## config.mk

```make
export PLATFORM = sky130hd
export DESIGN_NAME = ramv_top
export DESIGN_NICKNAME = d
export VERILOG_FILES = /design/src/hw/ramv_cond.v /design/src/hw/ramv_top.v
export VERILOG_INCLUDE_DIRS = /design/src /design/src/hw
export SDC_FILE = /design/constraint.sdc
export NUM_CORES = 1
export LEC_CHECK = 0
export BUFFER_PORTS_ARGS = -buffer_cell sky130_fd_sc_hd__buf_2
export CORE_ASPECT_RATIO = 1.75
export CORE_MARGIN = 2
export CORE_UTILIZATION = 25
export DETAILED_ROUTE_END_ITERATION = 8
export HOLD_SLACK_MARGIN = 0.06
export PLACE_DENSITY = 0.49
export SYNTH_ARGS = -nofsm -noshare
export SYNTH_HDL_FRONTEND = slang
export SYNTH_SLANG_ARGS = --single-unit
```

## constraint.sdc

```tcl
create_clock -name i_clk_sys -period 3.32 [get_ports i_clk_sys]
set_input_delay 0.498 -clock i_clk_sys [delete_from_list [all_inputs] [get_ports i_clk_sys]]
set_output_delay 0.498 -clock i_clk_sys [all_outputs]
set_load 0.02 [all_outputs]
```

## src/hw/ramv_consts.vh

```
`ifndef RAMV_CONSTS_VH
`define RAMV_CONSTS_VH
// ----------------------------------------------------------------
// Instruction kinds presented on i_kind
// ----------------------------------------------------------------
`define RAMV_KIND_W 3
`define RAMV_K_BRANCH 3'h0
`define RAMV_K_MOV_IMM_DIR 3'h1
`define RAMV_K_MOV_DIR_DIR 3'h2
`define RAMV_K_MOV_IX_DIR 3'h3
`define RAMV_K_MOV_DIR_IX 3'h4
`define RAMV_K_COMPARE_EQUAL_JUMP_IX 3'h5
`define RAMV_K_COMPARE_EQUAL_JUMP_IX1 3'h6
// ----------------------------------------------------------------
// Branch condition codes presented on i_cond
// ----------------------------------------------------------------
`define RAMV_COND_W 5
`define RAMV_C_ALWAYS 5'h00
`define RAMV_C_NEVER 5'h01
`define RAMV_C_HIGHER 5'h02
`define RAMV_C_LOWER_SAME 5'h03
`define RAMV_C_CARRY_CLR 5'h04
`define RAMV_C_CARRY_SET 5'h05
`define RAMV_C_NOT_EQUAL 5'h06
`define RAMV_C_EQUAL 5'h07
`define RAMV_C_HALF_CLR 5'h08
`define RAMV_C_HALF_SET 5'h09
`define RAMV_C_POSITIVE 5'h0A
`define RAMV_C_NEGATIVE 5'h0B
`define RAMV_C_MASK_CLR 5'h0C
`define RAMV_C_MASK_SET 5'h0D
`define RAMV_C_IRQ_LOW 5'h0E
`define RAMV_C_IRQ_HIGH 5'h0F
`define RAMV_C_SGE 5'h10
`define RAMV_C_SLT 5'h11
`define RAMV_C_SGT 5'h12
`define RAMV_C_SLE 5'h13
`define RAMV_C_BIT_CLR 5'h14
`define RAMV_C_BIT_SET 5'h15
`define RAMV_C_CALL 5'h16
// ----------------------------------------------------------------
// Instruction lengths in bytes and cycle counts
// ----------------------------------------------------------------
`define RAMV_LEN_REL 16'h0002
`define RAMV_LEN_3 16'h0003
`define RAMV_LEN_2 16'h0002
`define RAMV_CYC_IMM_DIR 3'h4
`define RAMV_CYC_DIR_DIR 3'h5
`define RAMV_CYC_IX_MOV 3'h4
// ----------------------------------------------------------------
// Reset values and direct page
// ----------------------------------------------------------------
`define RAMV_RST_PC 16'h0000
`define RAMV_RST_HX 16'h0000
`define RAMV_DIR_PAGE 8'h00
`endif

```

## src/hw/ramv_cond.v

```verilog
`timescale 1ns/1ps
`default_nettype none
`include "ramv_consts.vh"
// Branch condition evaluator, purely combinational
module ramv_cond (
  input wire [4:0] i_cond, // Condition code
  input wire i_c, // Carry flag
  input wire i_z, // Zero flag
  input wire i_n, // Negative flag
  input wire i_v, // Overflow flag
  input wire i_h, // Half-carry flag
  input wire i_i, // Interrupt mask flag
  input wire i_irq, // Interrupt line level
  input wire i_bit, // Tested memory bit
  output reg o_take // Condition holds
);
  // --------------------------------------------------------------
  // Decode
  // --------------------------------------------------------------
  wire nxv;
  assign nxv = i_n ^ i_v;
  always @* begin
    o_take = 1'b0;
    case (i_cond)
      `RAMV_C_ALWAYS: o_take = 1'b1;
      `RAMV_C_CALL: o_take = 1'b1;
      `RAMV_C_NEVER: o_take = 1'b0;
      `RAMV_C_HIGHER: o_take = ~(i_c | i_z);
      `RAMV_C_LOWER_SAME: o_take = i_c | i_z;
      `RAMV_C_CARRY_CLR: o_take = ~i_c;
      `RAMV_C_CARRY_SET: o_take = i_c;
      `RAMV_C_NOT_EQUAL: o_take = ~i_z;
      `RAMV_C_EQUAL: o_take = i_z;
      `RAMV_C_HALF_CLR: o_take = ~i_h;
      `RAMV_C_HALF_SET: o_take = i_h;
      `RAMV_C_POSITIVE: o_take = ~i_n;
      `RAMV_C_NEGATIVE: o_take = i_n;
      `RAMV_C_MASK_CLR: o_take = ~i_i;
      `RAMV_C_MASK_SET: o_take = i_i;
      `RAMV_C_IRQ_LOW: o_take = ~i_irq;
      `RAMV_C_IRQ_HIGH: o_take = i_irq;
      `RAMV_C_SGE: o_take = ~nxv;
      `RAMV_C_SLT: o_take = nxv;
      `RAMV_C_SGT: o_take = ~(i_z | nxv);
      `RAMV_C_SLE: o_take = i_z | nxv;
      `RAMV_C_BIT_CLR: o_take = ~i_bit;
      `RAMV_C_BIT_SET: o_take = i_bit;
      default: o_take = 1'b0;
    endcase
  end
endmodule
`default_nettype wire

```

## src/hw/ramv_top.v

```verilog
// What this block does
// - Conditional branches always use relative addressing
// - Target is opcode program counter plus 2 plus sign-extended offset
// - Taken loads target, else next instruction
// - Offset two's complement, -128 to +127
// - Signed branches use negative, zero, overflow
// - Signed conditions from Z and N xor V
// - Full relative branch condition set supported
// - Immediate-to-direct copy: 3 bytes, 4 cycles
// - Direct-to-direct copy: 3 bytes, 5 cycles
// - Indexed-to-direct copy, 2 bytes, 4 cycles, increment
// - Direct-to-indexed copy, 2 bytes, 4 cycles, increment
// - Copies never touch the accumulator
// - Index pair increments as one 16-bit value
// - Indexed no-offset post-increment is 2 bytes
// - Indexed offset post-increment: 3 bytes, unsigned offset
// - Compare-branch and copy use post-increment forms
`timescale 1ns/1ps
`default_nettype none
`include "ramv_consts.vh"
module ramv_top (
  input wire i_clk_sys, // System clock, 250 MHz
  input wire i_rst_n, // Asynchronous reset, active low
  input wire i_start, // Start one instruction, pulse
  input wire [2:0] i_kind, // Instruction kind
  input wire [4:0] i_cond, // Branch condition code
  input wire [15:0] i_pc, // Program counter at the opcode
  input wire [7:0] i_byte1, // First byte after the opcode
  input wire [7:0] i_byte2, // Second byte after the opcode
  input wire [15:0] i_hx, // Index pair at start
  input wire i_c, // Carry flag
  input wire i_z, // Zero flag
  input wire i_n, // Negative flag
  input wire i_v, // Overflow flag
  input wire i_h, // Half-carry flag
  input wire i_i, // Interrupt mask flag
  input wire i_irq, // Interrupt line level
  input wire i_bit, // Tested memory bit for bit branches
  input wire [7:0] i_rdata, // Memory read data, valid next cycle
  input wire [7:0] i_acc, // Accumulator in
  output reg [15:0] o_addr, // Memory address
  output reg o_rd, // Memory read strobe
  output reg o_wr, // Memory write strobe
  output reg [7:0] o_wdata, // Memory write data
  output reg [15:0] o_ea, // Effective address of operand or target
  output reg [15:0] o_pc, // Next program counter
  output reg [15:0] o_hx, // Index pair after the instruction
  output reg [7:0] o_acc, // Accumulator out, never changed here
  output reg o_taken, // Branch taken
  output reg o_done, // Instruction finished, pulse
  output wire o_busy // Sequencer busy
);
  // --------------------------------------------------------------
  // States, one-hot
  // --------------------------------------------------------------
  localparam [3:0] S_IDLE = 4'h1; // Waiting for start
  localparam [3:0] S_RUN = 4'h2; // Counting cycles
  localparam [3:0] S_RD = 4'h4; // Source read issued
  localparam [3:0] S_WR = 4'h8; // Destination write
  // --------------------------------------------------------------
  // Working registers
  // --------------------------------------------------------------
  reg [3:0] state_reg; // Current state
  reg [2:0] cnt_reg; // Cycles remaining
  reg [2:0] kind_reg; // Latched kind
  reg [7:0] dst_reg; // Latched direct destination
  // --------------------------------------------------------------
  // Combinational results
  // --------------------------------------------------------------
  wire take; // Condition result
  wire [15:0] next_pc; // Address after the instruction
  wire [15:0] rel_tgt; // Relative destination
  wire [15:0] hx_inc; // Incremented index pair
  wire [15:0] len; // Instruction length
  // Busy whenever the sequencer has left idle
  assign o_busy = ~state_reg[0];
  // --------------------------------------------------------------
  // Address arithmetic
  // --------------------------------------------------------------
  // Branches and no-offset indexed forms are two bytes long
  assign len = (i_kind == `RAMV_K_BRANCH) ? `RAMV_LEN_REL :
               (i_kind == `RAMV_K_MOV_IX_DIR || i_kind == `RAMV_K_MOV_DIR_IX ||
                i_kind == `RAMV_K_COMPARE_EQUAL_JUMP_IX) ? `RAMV_LEN_2 : `RAMV_LEN_3;
  assign next_pc = i_pc + len;
  // Offset sign-extended, measured from the next location
  assign rel_tgt = next_pc + {{8{i_byte1[7]}}, i_byte1};
  assign hx_inc = i_hx + 16'h0001;
  // --------------------------------------------------------------
  // Condition decode
  // --------------------------------------------------------------
  // Flags and pin levels are judged in the cycle of the start pulse
  ramv_cond i_ramv_cond (
    .i_cond(i_cond),
    .i_c(i_c),
    .i_z(i_z),
    .i_n(i_n),
    .i_v(i_v),
    .i_h(i_h),
    .i_i(i_i),
    .i_irq(i_irq),
    .i_bit(i_bit),
    .o_take(take)
  );
  // --------------------------------------------------------------
  // Sequencer
  // --------------------------------------------------------------
  // One instruction at a time: issue in idle, then read and write for sourced copies, and pad for every copy.
  // Every copy occupies exactly its cycle count from start to next start.
  // Strobes and done are one-cycle pulses, cleared by default each cycle.
  always @(posedge i_clk_sys or negedge i_rst_n) begin
    if (!i_rst_n) begin
      // Everything idle and zero
      state_reg <= S_IDLE;
      cnt_reg <= 3'h0;
      kind_reg <= 3'h0;
      dst_reg <= 8'h00;
      o_addr <= 16'h0000;
      o_rd <= 1'b0;
      o_wr <= 1'b0;
      o_wdata <= 8'h00;
      o_ea <= 16'h0000;
      o_pc <= `RAMV_RST_PC;
      o_hx <= `RAMV_RST_HX;
      o_acc <= 8'h00;
      o_taken <= 1'b0;
      o_done <= 1'b0;
    end else begin
      o_rd <= 1'b0;
      o_wr <= 1'b0;
      o_done <= 1'b0;
      case (state_reg)
        S_IDLE: begin
          if (i_start) begin
            // Latch what every kind needs
            kind_reg <= i_kind;
            o_acc <= i_acc;
            o_hx <= i_hx;
            o_taken <= 1'b0;
            o_pc <= next_pc;
            if (i_kind == `RAMV_K_BRANCH) begin
              // Branch resolved at once, every conditional branch is relative
              o_ea <= rel_tgt;
              o_taken <= take;
              o_pc <= take ? rel_tgt : next_pc;
              o_done <= 1'b1;
            end else if (i_kind == `RAMV_K_MOV_IMM_DIR) begin
              // Immediate byte straight to direct page
              o_addr <= {`RAMV_DIR_PAGE, i_byte2};
              o_ea <= {`RAMV_DIR_PAGE, i_byte2};
              o_wdata <= i_byte1;
              o_wr <= 1'b1;
              // Issue cycle plus three counted cycles makes four
              cnt_reg <= `RAMV_CYC_IMM_DIR - 3'h1;
              state_reg <= S_RUN;
            end else if (i_kind == `RAMV_K_MOV_DIR_DIR) begin
              // Read the source byte, keep the destination for later
              o_addr <= {`RAMV_DIR_PAGE, i_byte1};
              o_ea <= {`RAMV_DIR_PAGE, i_byte1};
              o_rd <= 1'b1;
              dst_reg <= i_byte2;
              // Issue, read and write cycles, then two counted cycles
              cnt_reg <= `RAMV_CYC_DIR_DIR - 3'h3;
              state_reg <= S_RD;
            end else if (i_kind == `RAMV_K_MOV_IX_DIR) begin
              // Read through the index pair and advance it at once
              o_addr <= i_hx;
              o_ea <= i_hx;
              o_rd <= 1'b1;
              dst_reg <= i_byte1;
              o_hx <= hx_inc;
              cnt_reg <= `RAMV_CYC_IX_MOV - 3'h3;
              state_reg <= S_RD;
            end else if (i_kind == `RAMV_K_MOV_DIR_IX) begin
              // Read the direct source; the write goes to the old index
              o_addr <= {`RAMV_DIR_PAGE, i_byte1};
              o_ea <= {`RAMV_DIR_PAGE, i_byte1};
              o_rd <= 1'b1;
              o_hx <= hx_inc;
              cnt_reg <= `RAMV_CYC_IX_MOV - 3'h3;
              state_reg <= S_RD;
            end else begin
              // Compare-branch operand address, index then post-increment
              if (i_kind == `RAMV_K_COMPARE_EQUAL_JUMP_IX1) begin
                o_ea <= i_hx + {8'h00, i_byte1};
              end else begin
                o_ea <= i_hx;
              end
              o_hx <= hx_inc;
              o_done <= 1'b1;
            end
          end
        end
        S_RD: begin
          // Read strobe cycle is over; memory answers in the next one
          state_reg <= S_WR;
        end
        S_WR: begin
          // Source byte stands on the read bus now, forward it untouched
          o_wdata <= i_rdata;
          o_wr <= 1'b1;
          if (kind_reg == `RAMV_K_MOV_DIR_IX) begin
            o_addr <= o_hx - 16'h0001;
          end else begin
            o_addr <= {`RAMV_DIR_PAGE, dst_reg};
          end
          state_reg <= S_RUN;
        end
        S_RUN: begin
          // Pad to the documented cycle count
          if (cnt_reg <= 3'h1) begin
            o_done <= 1'b1;
            state_reg <= S_IDLE;
          end else begin
            cnt_reg <= cnt_reg - 3'h1;
          end
        end
        // Illegal one-hot code, recover to idle
        default: state_reg <= S_IDLE;
      endcase
    end
  end
endmodule
`default_nettype wire

```

==> results.yml, run 1 <==
setup_path:
  crit_buf_inv: 3
  cpLargestDelayFamily: "compound AO/OA/AOI/OAI gates"
  crit_top_cell: "inv_2"
  crit_arrival_ps: 3450
  startpoint_type: "input port"
  cpPeakStageDelay_ps: 330
  cp_cell_sequence: "buf_2, inv_2, nand2_2, xnor2_2, ha_2, inv_2, ha_4, xnor2_1, ha_1, a211oi_2, o211ai_2, o21ba_4, a2111oi_4, a311o_1, o221ai_2, o22a_1"
  crit_path_top_delay_cell: "ha_1"
  required_ps: 3590
  worstSetupPathType: "input port to flip-flop"
  cp_max_fo: 4
  endpoint_kind: "flip-flop"
layout:
  drive_gt1_share_pct: 30.5
  fin_area_sq_um: 9810
  final_cell_mix: "buf_2 (166), nand2_1 (126), dfrtp_1 (101)"
  final_common_cell: "buf_2"
  post-route-util_pct: 33.4
  area_growth_pct: 31.2
  nNetsFinal: 1225
routing:
  drcViolationCount: 0
  routed_wl_um: 27800
  viasPerCell: 4.88
  ant_nets: 0
  first_pass_iters: 5
  via_count: 7318
  wire_per_inst_um: 18.6
  drtIter0Drc: 355
synth:
  synth_cell_types: 88
  synth_ff_type: "dfrtp_1"
  syn_area_sq_um: 7480
  ys.warnings.count: 0
  synth_seq_cells: 102
  avgSynthCellArea_sq_um: 8.34
  synthCells: 897
  synth_edf_count: 0
  ys_seq_area_share_pct: 34.2
  synth_area_leaders: "dfrtp_1 (34%), nand2_1 (6.4%), nor2_1 (5.1%), ha_1 (4.9%), a21oi_1 (4.8%)"
  synth_top_area_cell: "dfrtp_1"
  synth_top_area_share_pct: 33.8
  synth_nets: 1011
  synth-async-reset-ratio_pct: 100
power:
  power.density_nw_per_um2: 518
  irDropWorstVdd_mv: 0.303
  leakagePower_uw: 0.00436
grt:
  grt_pass1_wl_um: 42400
  grt_use_total_pct: 18.0
  grt_max_degree: 56
  grt_pass1_vias: 7303
  gr-total-overflow: 0
  antenna_found_initial: 5
placed_design:
  place_ws_ps: -391
  gp_congestion: 0.884
  place_area_sq_um: 9320
  hpwlAfterDp_um: 22300
  io_buffers: 167
sta:
  tightest_slew_ps: 1190
  rsz0062_at_grt: "yes"
  period_share_pct: 96.0
  hold_viol: 0
  whs_ps: 126
  clock_skew_ps: 11.3
  finalSetupViolations: 0
  period_needed_ps: 3190
  fin_ws_ps: 133
  final.setup.tns_ps: 0
  fmax_mhz: 314
  slew_violations: 0
  relSlewSlack_pct: 20.6
clock_network:
  ctsHoldBuffers: 0
  htreeDepth: 3
  cts_tree: "done"
  clock_latency_ps: 370
  clk_pin_slew_ps: 80
  cts-root-buf: "clkbuf_16"
  clk_path_buf_depth: 2
  clock-sinks: 102
  cts_made_buffers: 9
run:
  max_cap_viol_count: 0
floorplanning:
  fp.coreArea_sq_um: 29400
  dieArea_sq_um: 31400
  die_x_um: 135
  initial_core_util_pct: 25.4
  fp.dieH_um: 233
  rows: 83
  io_pins: 168
status:
  outcome: "complete, no violations"
hold_path:
  hp-class: "input port to async pin"
==> final cells by class <==
class | instances | area (sq um)
well taps | 382 | 478
repair buffers | 249 | 1470
flip-flops and latches | 102 | 2550
clock inverters | 4 | 55.1
fillers | 3140 | 19600
diodes | 3 | 7.51
multi-input cells | 724 | 4910
inverters | 25 | 93.8
clock buffers | 11 | 253
==> logic make-up (layout without fill, tap and decap cells) <==
family	Yosys count	in the layout	synth area share, %
adder cells (fa/ha/maj)	31	31	5.39
buffers and inverters	71	289	4.07
other	0	3	0
multiplexers	39	39	5.42
AO/OA/AOI/OAI	261	261	23.1
XOR/XNOR	66	66	7.73
flip-flops	102	102	34.2
AND/OR/NAND/NOR	327	327	20.1
==> synth_stat cells, types with 4 or more instances <==
| cell type | number |
|---|---|
| o22ai_1 | 6 |
| nor2_1 | 102 |
| a211oi_1 | 17 |
| a21o_1 | 5 |
| mux2i_1 | 30 |
| clkbuf_1 | 27 |
| xnor2_1 | 33 |
| o21ai_0 | 59 |
| o21ai_1 | 13 |
| nand4_1 | 6 |
| and3_1 | 8 |
| nor3_1 | 11 |
| xor2_1 | 33 |
| o221ai_1 | 4 |
| mux2_2 | 7 |
| or3_1 | 5 |
| nor2b_1 | 7 |
| or4_1 | 4 |
| dfrtp_1 | 101 |
| a22oi_1 | 10 |
| nand2b_1 | 10 |
| a31o_1 | 4 |
| nand3_1 | 19 |
| nand2_1 | 128 |
| buf_2 | 12 |
| nor4_2 | 4 |
| a21oi_1 | 71 |
| buf_1 | 4 |
| a31oi_1 | 13 |
| ha_1 | 29 |
| o211ai_1 | 6 |
| inv_1 | 24 |
==> stage by stage <==
| stage | instances | power, uW |
|---|---|---|
| global route | 1499 | 5430 |
| detailed placement | 1478 | 3960 |
| finish | 1500 | 5090 |
| global placement | 1478 | 3940 |
| floorplan | 897 | 3090 |
| CTS | 1493 | 5130 |
==> worst paths after layout <==
kind	slack, ps	cells after the start	start	endpoint
setup reg to reg	750	4	state_reg[1]	o_wdata[3]
max in group asynchronous	2490	2	i_rst_n	o_pc[15]
min in group i_clk_sys	310	3	i_acc[6]	o_acc[6]
hold / removal	130	1	i_rst_n	o_wdata[4]
hold reg to reg	470	2	o_acc[7]	o_acc[7]
setup / recovery	130	16	i_kind[2]	o_ea[10]
==> metal layers <==
metal	global-route usage [%]	part of all wire [%]
met1	18.9	38
met2	34.0	55
met3	3.25	3.4
met5	0	0.079
met4	8.42	3.5
==> worst register-to-register path, stage by stage, from the launching register on <==
cell and delay, ps:
dfrtp_1 510, nor2_1 120, and3_1 480, a21oi_1 1050
o21ai_0 240
==> where the power goes <==
part | switching, uW | leakage, uW | internal (uW)
Clock | 516 | 0.000148 | 626
Combinational | 1310 | 0.00298 | 817
Sequential | 245 | 0.00123 | 1580
==> timing repair <==
| action | CTS | global route |
|---|---|---|
| setup buffers | 0 | 4 |
| setup endpoints to repair | 0 | 15 |
| gates resized for setup | 0 | 28 |
(Power assumes the default switching activity.)
==> inputs of run 2 (changes only) <==
Settings changed: GPL_TIMING_DRIVEN from default to 0, PLACE_DENSITY 0.49 to 0.53.
Clock period 3.32 ns to 3.2 ns, I/O delays scaled along.
==> results.yml, run 2 (synthesis results as in run 1) <==
status:
  outcome: "finished with violations"
  violations: "negative setup slack"
clock_network:
  cts_tree: "done"
  clock-sinks: 102
  cts-root-buf: "clkbuf_16"
  cts_made_buffers: 9
  clk_path_buf_depth: 2
  clk_pin_slew_ps: 70
  htreeDepth: 3
  clock_latency_ps: 380
setup_path:
  worstSetupPathType: "input port to flip-flop"
  r2r_slack_ps: 510
  reg2reg_from: "state_reg[1]"
  crit_path_top_delay_cell: "a2111oi_4"
  rr_endpoint: "o_done"
  crit_buf_inv: 3
  endpoint_kind: "flip-flop"
  r2r.worst_path.cells: 6
  startpoint_type: "input port"
  required_ps: 3460
  crit_arrival_ps: 3490
  crit_start: "i_kind[2]"
  crit_top_cell: "ha_4"
  cpLargestDelayFamily: "compound AO/OA/AOI/OAI gates"
  cpPeakStageDelay_ps: 300
  cp_cell_sequence: "buf_12, clkinv_8, nand2_8, xnor2_4, ha_4, inv_2, ha_4, or2_4, xnor2_4, ha_4, a2111oi_4, o21ai_2, a31oi_4, o21ai_2, xnor2_2, mux2_4, mux2_4"
  cp_max_fo: 4
routing:
  drcViolationCount: 0
  ant_nets: 0
  via_count: 7562
  first_pass_iters: 6
  routed_wl_um: 30400
  wire_per_inst_um: 20.5
  drtIter0Drc: 399
  viasPerCell: 5.11
sta:
  finalSetupViolations: 1
  relSlewSlack_pct: 23.5
  rsz0062_at_grt: "yes"
  fin_ws_ps: -26.9
  period_needed_ps: 3230
  fmax_mhz: 310
  period_share_pct: 101
  final.setup.tns_ps: -26.9
  clock_skew_ps: 13.9
  hold_viol: 0
  tightest_slew_ps: 1120
  slew_violations: 0
hold_path:
  hold_path_end: "o_acc[2]"
  min_delay_path_depth: 3
  min_from: "i_acc[2]"
  hp-class: "input port to flip-flop"
floorplanning:
  fp.dieH_um: 233
  fp.coreArea_sq_um: 29400
  io_pins: 168
  rows: 83
  dieArea_sq_um: 31400
  initial_core_util_pct: 25.4
  die_x_um: 135
power:
  leakagePower_uw: 0.00419
  finalPower_uw: 5230
  irDropWorstVdd_mv: 0.258
  power.density_nw_per_um2: 536
run:
  max_cap_viol_count: 0
layout:
  nNetsFinal: 1206
  final_cell_mix: "buf_2 (167), nand2_1 (126), dfrtp_1 (101)"
  final_common_cell: "buf_2"
  drive_gt1_share_pct: 27.4
  area_growth_pct: 30.3
grt:
  grt_max_degree: 67
  gr-total-overflow: 0
  antenna_found_initial: 5
  grt_pass1_vias: 7555
  grt_pass1_wl_um: 44700
  grt_use_total_pct: 19.4
placed_design:
  io_buffers: 162
  gp_congestion: 0.935
  hpwlAfterDp_um: 24400
==> run 2: how the worst max path moves through the flow <==
stage	end	slack (ps)	cells after the start
after CTS	o_pc[13]	-20	17
after floorplan	o_pc[12]	-410	18
after detailed placement	o_ea[11]	-1370	18
after global placement	o_ea[11]	-1370	18
after global routing	o_pc[13]	-140	17
final	o_pc[13]	-30	17
==> run 2: layout make-up <==
class | count | area, sq um
Multi-Input combinational cell | 724 | 5050
Tap cell | 382 | 478
Clock buffer | 11 | 233
Fill cell | 3152 | 19600
Inverter | 25 | 106
Clock inverter | 3 | 23.8
Buffer | 42 | 206
Timing Repair Buffer | 188 | 1080
Antenna cell | 3 | 7.51
Sequential cell | 102 | 2550
==> run 2: metrics by stage <==
step / instance area, sq um / setup WS (ps) / utilization (%) / hold WS [ps] / instances
after floorplan: 7640 / -415 / - / 184 / 897
after global placement: 8920 / -1370 / 30.4 / 458 / 1441
after detailed placement: 8980 / -1370 / 30.6 / 408 / 1443
after CTS: 9510 / -16.4 / 32.4 / 282 / 1468
after global routing: 9740 / -138 / 33.2 / 298 / 1480
final: 9740 / -26.9 / 33.2 / 292 / 1480
==> run 2: layer usage <==
metal  part of all wire (%)  GRT usage [%]
met1                     35           19.1
met2                     55           37.1
met3                    4.2           3.22
met4                    5.7           11.6
met5                  0.053              0
==> run 2: what timing repair did <==
action                                  CTS  global route
gates resized for setup                  39            30
pin swaps                                16            19
setup buffers                            14             9
endpoints found under the setup margin   20            17
endpoints found under the hold margin    35             0
hold buffers                              1             0
==> run 2: where the power goes <==
group | switching [uW] | internal (uW) | leakage (uW)
Clock | 543 | 522 | 0.000118
Combinational | 1460 | 833 | 0.00284
Sequential | 233 | 1640 | 0.00123
==> run 2: tightest hold or removal path, delay by kind of cell <==
family	cells	cell delay (ps)
AND/OR/NAND/NOR	2	80
buffers and inverters	1	70
==> inputs of run 3 (changes only) <==
--- a/config.mk
+++ b/config.mk
@@ -11,8 +11,10 @@
 export CORE_MARGIN = 2
 export CORE_UTILIZATION = 25
+export CTS_CLUSTER_SIZE = 12
 export DETAILED_ROUTE_END_ITERATION = 8
 export GPL_TIMING_DRIVEN = 0
 export HOLD_SLACK_MARGIN = 0.06
 export PLACE_DENSITY = 0.53
+export SETUP_SLACK_MARGIN = 0.1
 export SYNTH_ARGS = -nofsm -noshare
 export SYNTH_HDL_FRONTEND = slang
==> constraint.sdc (replaced) <==
create_clock -name i_clk_sys -period 3.2 [get_ports i_clk_sys]
set_input_delay 0.8 -clock i_clk_sys [delete_from_list [all_inputs] [get_ports i_clk_sys]]
set_output_delay 0.8 -clock i_clk_sys [all_outputs]
set_load 0.02 [all_outputs]
==> results.yml, run 3 (synthesis results as in run 1) <==
layout:
  nNetsFinal: 1215
  final_cell_mix: "buf_2 (167), nand2_1 (126), dfrtp_1 (101)"
  final_common_cell: "buf_2"
  fin_area_sq_um: 9950
  drive_gt1_share_pct: 29.1
  area_growth_pct: 33.0
setup_path:
  required_ps: 3480
  crit_arrival_ps: 3790
  reg2reg_from: "state_reg[3]"
  startpoint_type: "input port"
  r2r.worst_path.cells: 6
  r2r_slack_ps: 520
  rr_endpoint: "o_done"
  worstSetupPathType: "input port to flip-flop"
  endpoint_kind: "flip-flop"
  cp_max_fo: 6
routing:
  drtIter0Drc: 397
  drcViolationCount: 0
  wire_per_inst_um: 20.6
  first_pass_iters: 5
  viasPerCell: 5.11
  ant_nets: 0
  routed_wl_um: 30600
  via_count: 7619
power:
  p_seq_share_pct: 34.3
  p_clk_share_pct: 22.6
  irDropWorstVdd_mv: 0.240
  finalPower_uw: 5460
  swShare_pct: 42.1
  p_int_uw: 3160
  power.switching_uw: 2300
  power_frac_comb_pct: 43.1
  power.density_nw_per_um2: 549
  leakagePower_uw: 0.00427
floorplanning:
  initial_core_util_pct: 25.4
  dieArea_sq_um: 31400
  fp.coreArea_sq_um: 29400
  io_pins: 168
  rows: 83
  fp.dieH_um: 233
  die_x_um: 135
sta:
  slew_violations: 0
  finalSetupViolations: 15
  period_needed_ps: 3510
  rsz0062_at_grt: "yes"
  clock_skew_ps: 18.9
  fin_ws_ps: -312
  hold_viol: 0
  tightest_slew_ps: 972
  fmax_mhz: 285
  period_share_pct: 110
  relSlewSlack_pct: 35.0
grt:
  grt_use_total_pct: 19.5
  antenna_found_initial: 5
  grt_max_degree: 56
  grt_pass1_wl_um: 45500
  gr-total-overflow: 0
  grt_pass1_vias: 7735
clock_network:
  cts_made_buffers: 9
  htreeDepth: 3
  clock-sinks: 102
  cts-root-buf: "clkbuf_16"
  ctsHoldBuffers: 0
  clk_path_buf_depth: 2
  clk_pin_slew_ps: 90
  clock_latency_ps: 380
  cts_tree: "done"
hold_path:
  hp-class: "input port to async pin"
status:
  violations: "negative setup slack"
  outcome: "finished with violations"
placed_design:
  place_ws_ps: -1560
  hpwlAfterDp_um: 24200
  io_buffers: 162
  place_area_sq_um: 8990
  gp_congestion: 1.01
run:
  max_cap_viol_count: 0
## run 3: cell count changes in the layout (fill, tap and decap cells not counted), sizes merged
| cell | delta |
|---|---|
| buf | +10 |
| inv | +2 |
| bufinv | +1 |
| clkinvlp | -1 |
| dlygate4sd3 | -1 |
## run 3: critical path: stages
cell and delay [ps]:
buf_12 120, inv_8 60, nand2_8 70, xnor2_4 150
ha_4 180, inv_2 50, ha_4 170, or2_4 290
xnor2_4 180, ha_4 240, a2111oi_4 340, o21ai_4 140
a31oi_4 220, o21ai_2 100, xnor2_2 140, mux2_4 270
mux2_4 260
## run 3: final cells by class
class,instances,area (sq um)
antenna,3,7.51
sequential,102,2550
tap,382,478
fill,3121,19400
inverter,25,104
clock buffer,11,253
timing repair buffer,197,1130
buffer,42,206
multi-input combinational,724,5150
clock inverter,5,66.3
## run 3: repair_timing
item	in CTS	in global routing
pin swaps	36	15
resized for setup	56	30
endpoints found under the setup margin	27	34
buffers inserted	21	13
## run 3: metrics by stage
step | hold WS [ps] | setup TNS, ps | utilization, % | cells
after global placement | 459 | -28890 | 30.5 | 1441
after floorplan | 439 | -9380 | - | 897
after global routing | 487 | -4900 | 33.8 | 1491
after CTS | 477 | -5260 | 33.2 | 1478
final | 451 | -3250 | 33.8 | 1491
after detailed placement | 457 | -27660 | 30.6 | 1442
## run 3: worst max path at each step
stage | endpoint | start
4_1_cts | o_pc[11] | i_kind[1]
6_report | o_pc[13] | i_kind[2]
5_1_grt | o_pc[13] | i_kind[2]
3_5_place_dp | o_ea[11] | i_kind[1]
2_1_floorplan | o_pc[12] | i_kind[1]
3_3_place_gp | o_ea[11] | i_kind[1]
## run 3: power groups by stage
stage                     combinational (uW)  sequential [uW]  clock [uW]
final                                   2360             1880        1230
after global routing                    2540             1930        1300
after CTS                               2300             1880        1270
after detailed placement                2180             1910           0
after global placement                  2160             1890           0
after floorplan                          975             2240           0
## run 3: layer usage
metal	vias up	wire, um	track usage, %
li1	3614	-	-
met1	3651	10500	19.0
met2	255	16600	36.4
met3	95	1310	3.29
met4	4	2170	13.9
met5	-	21	0
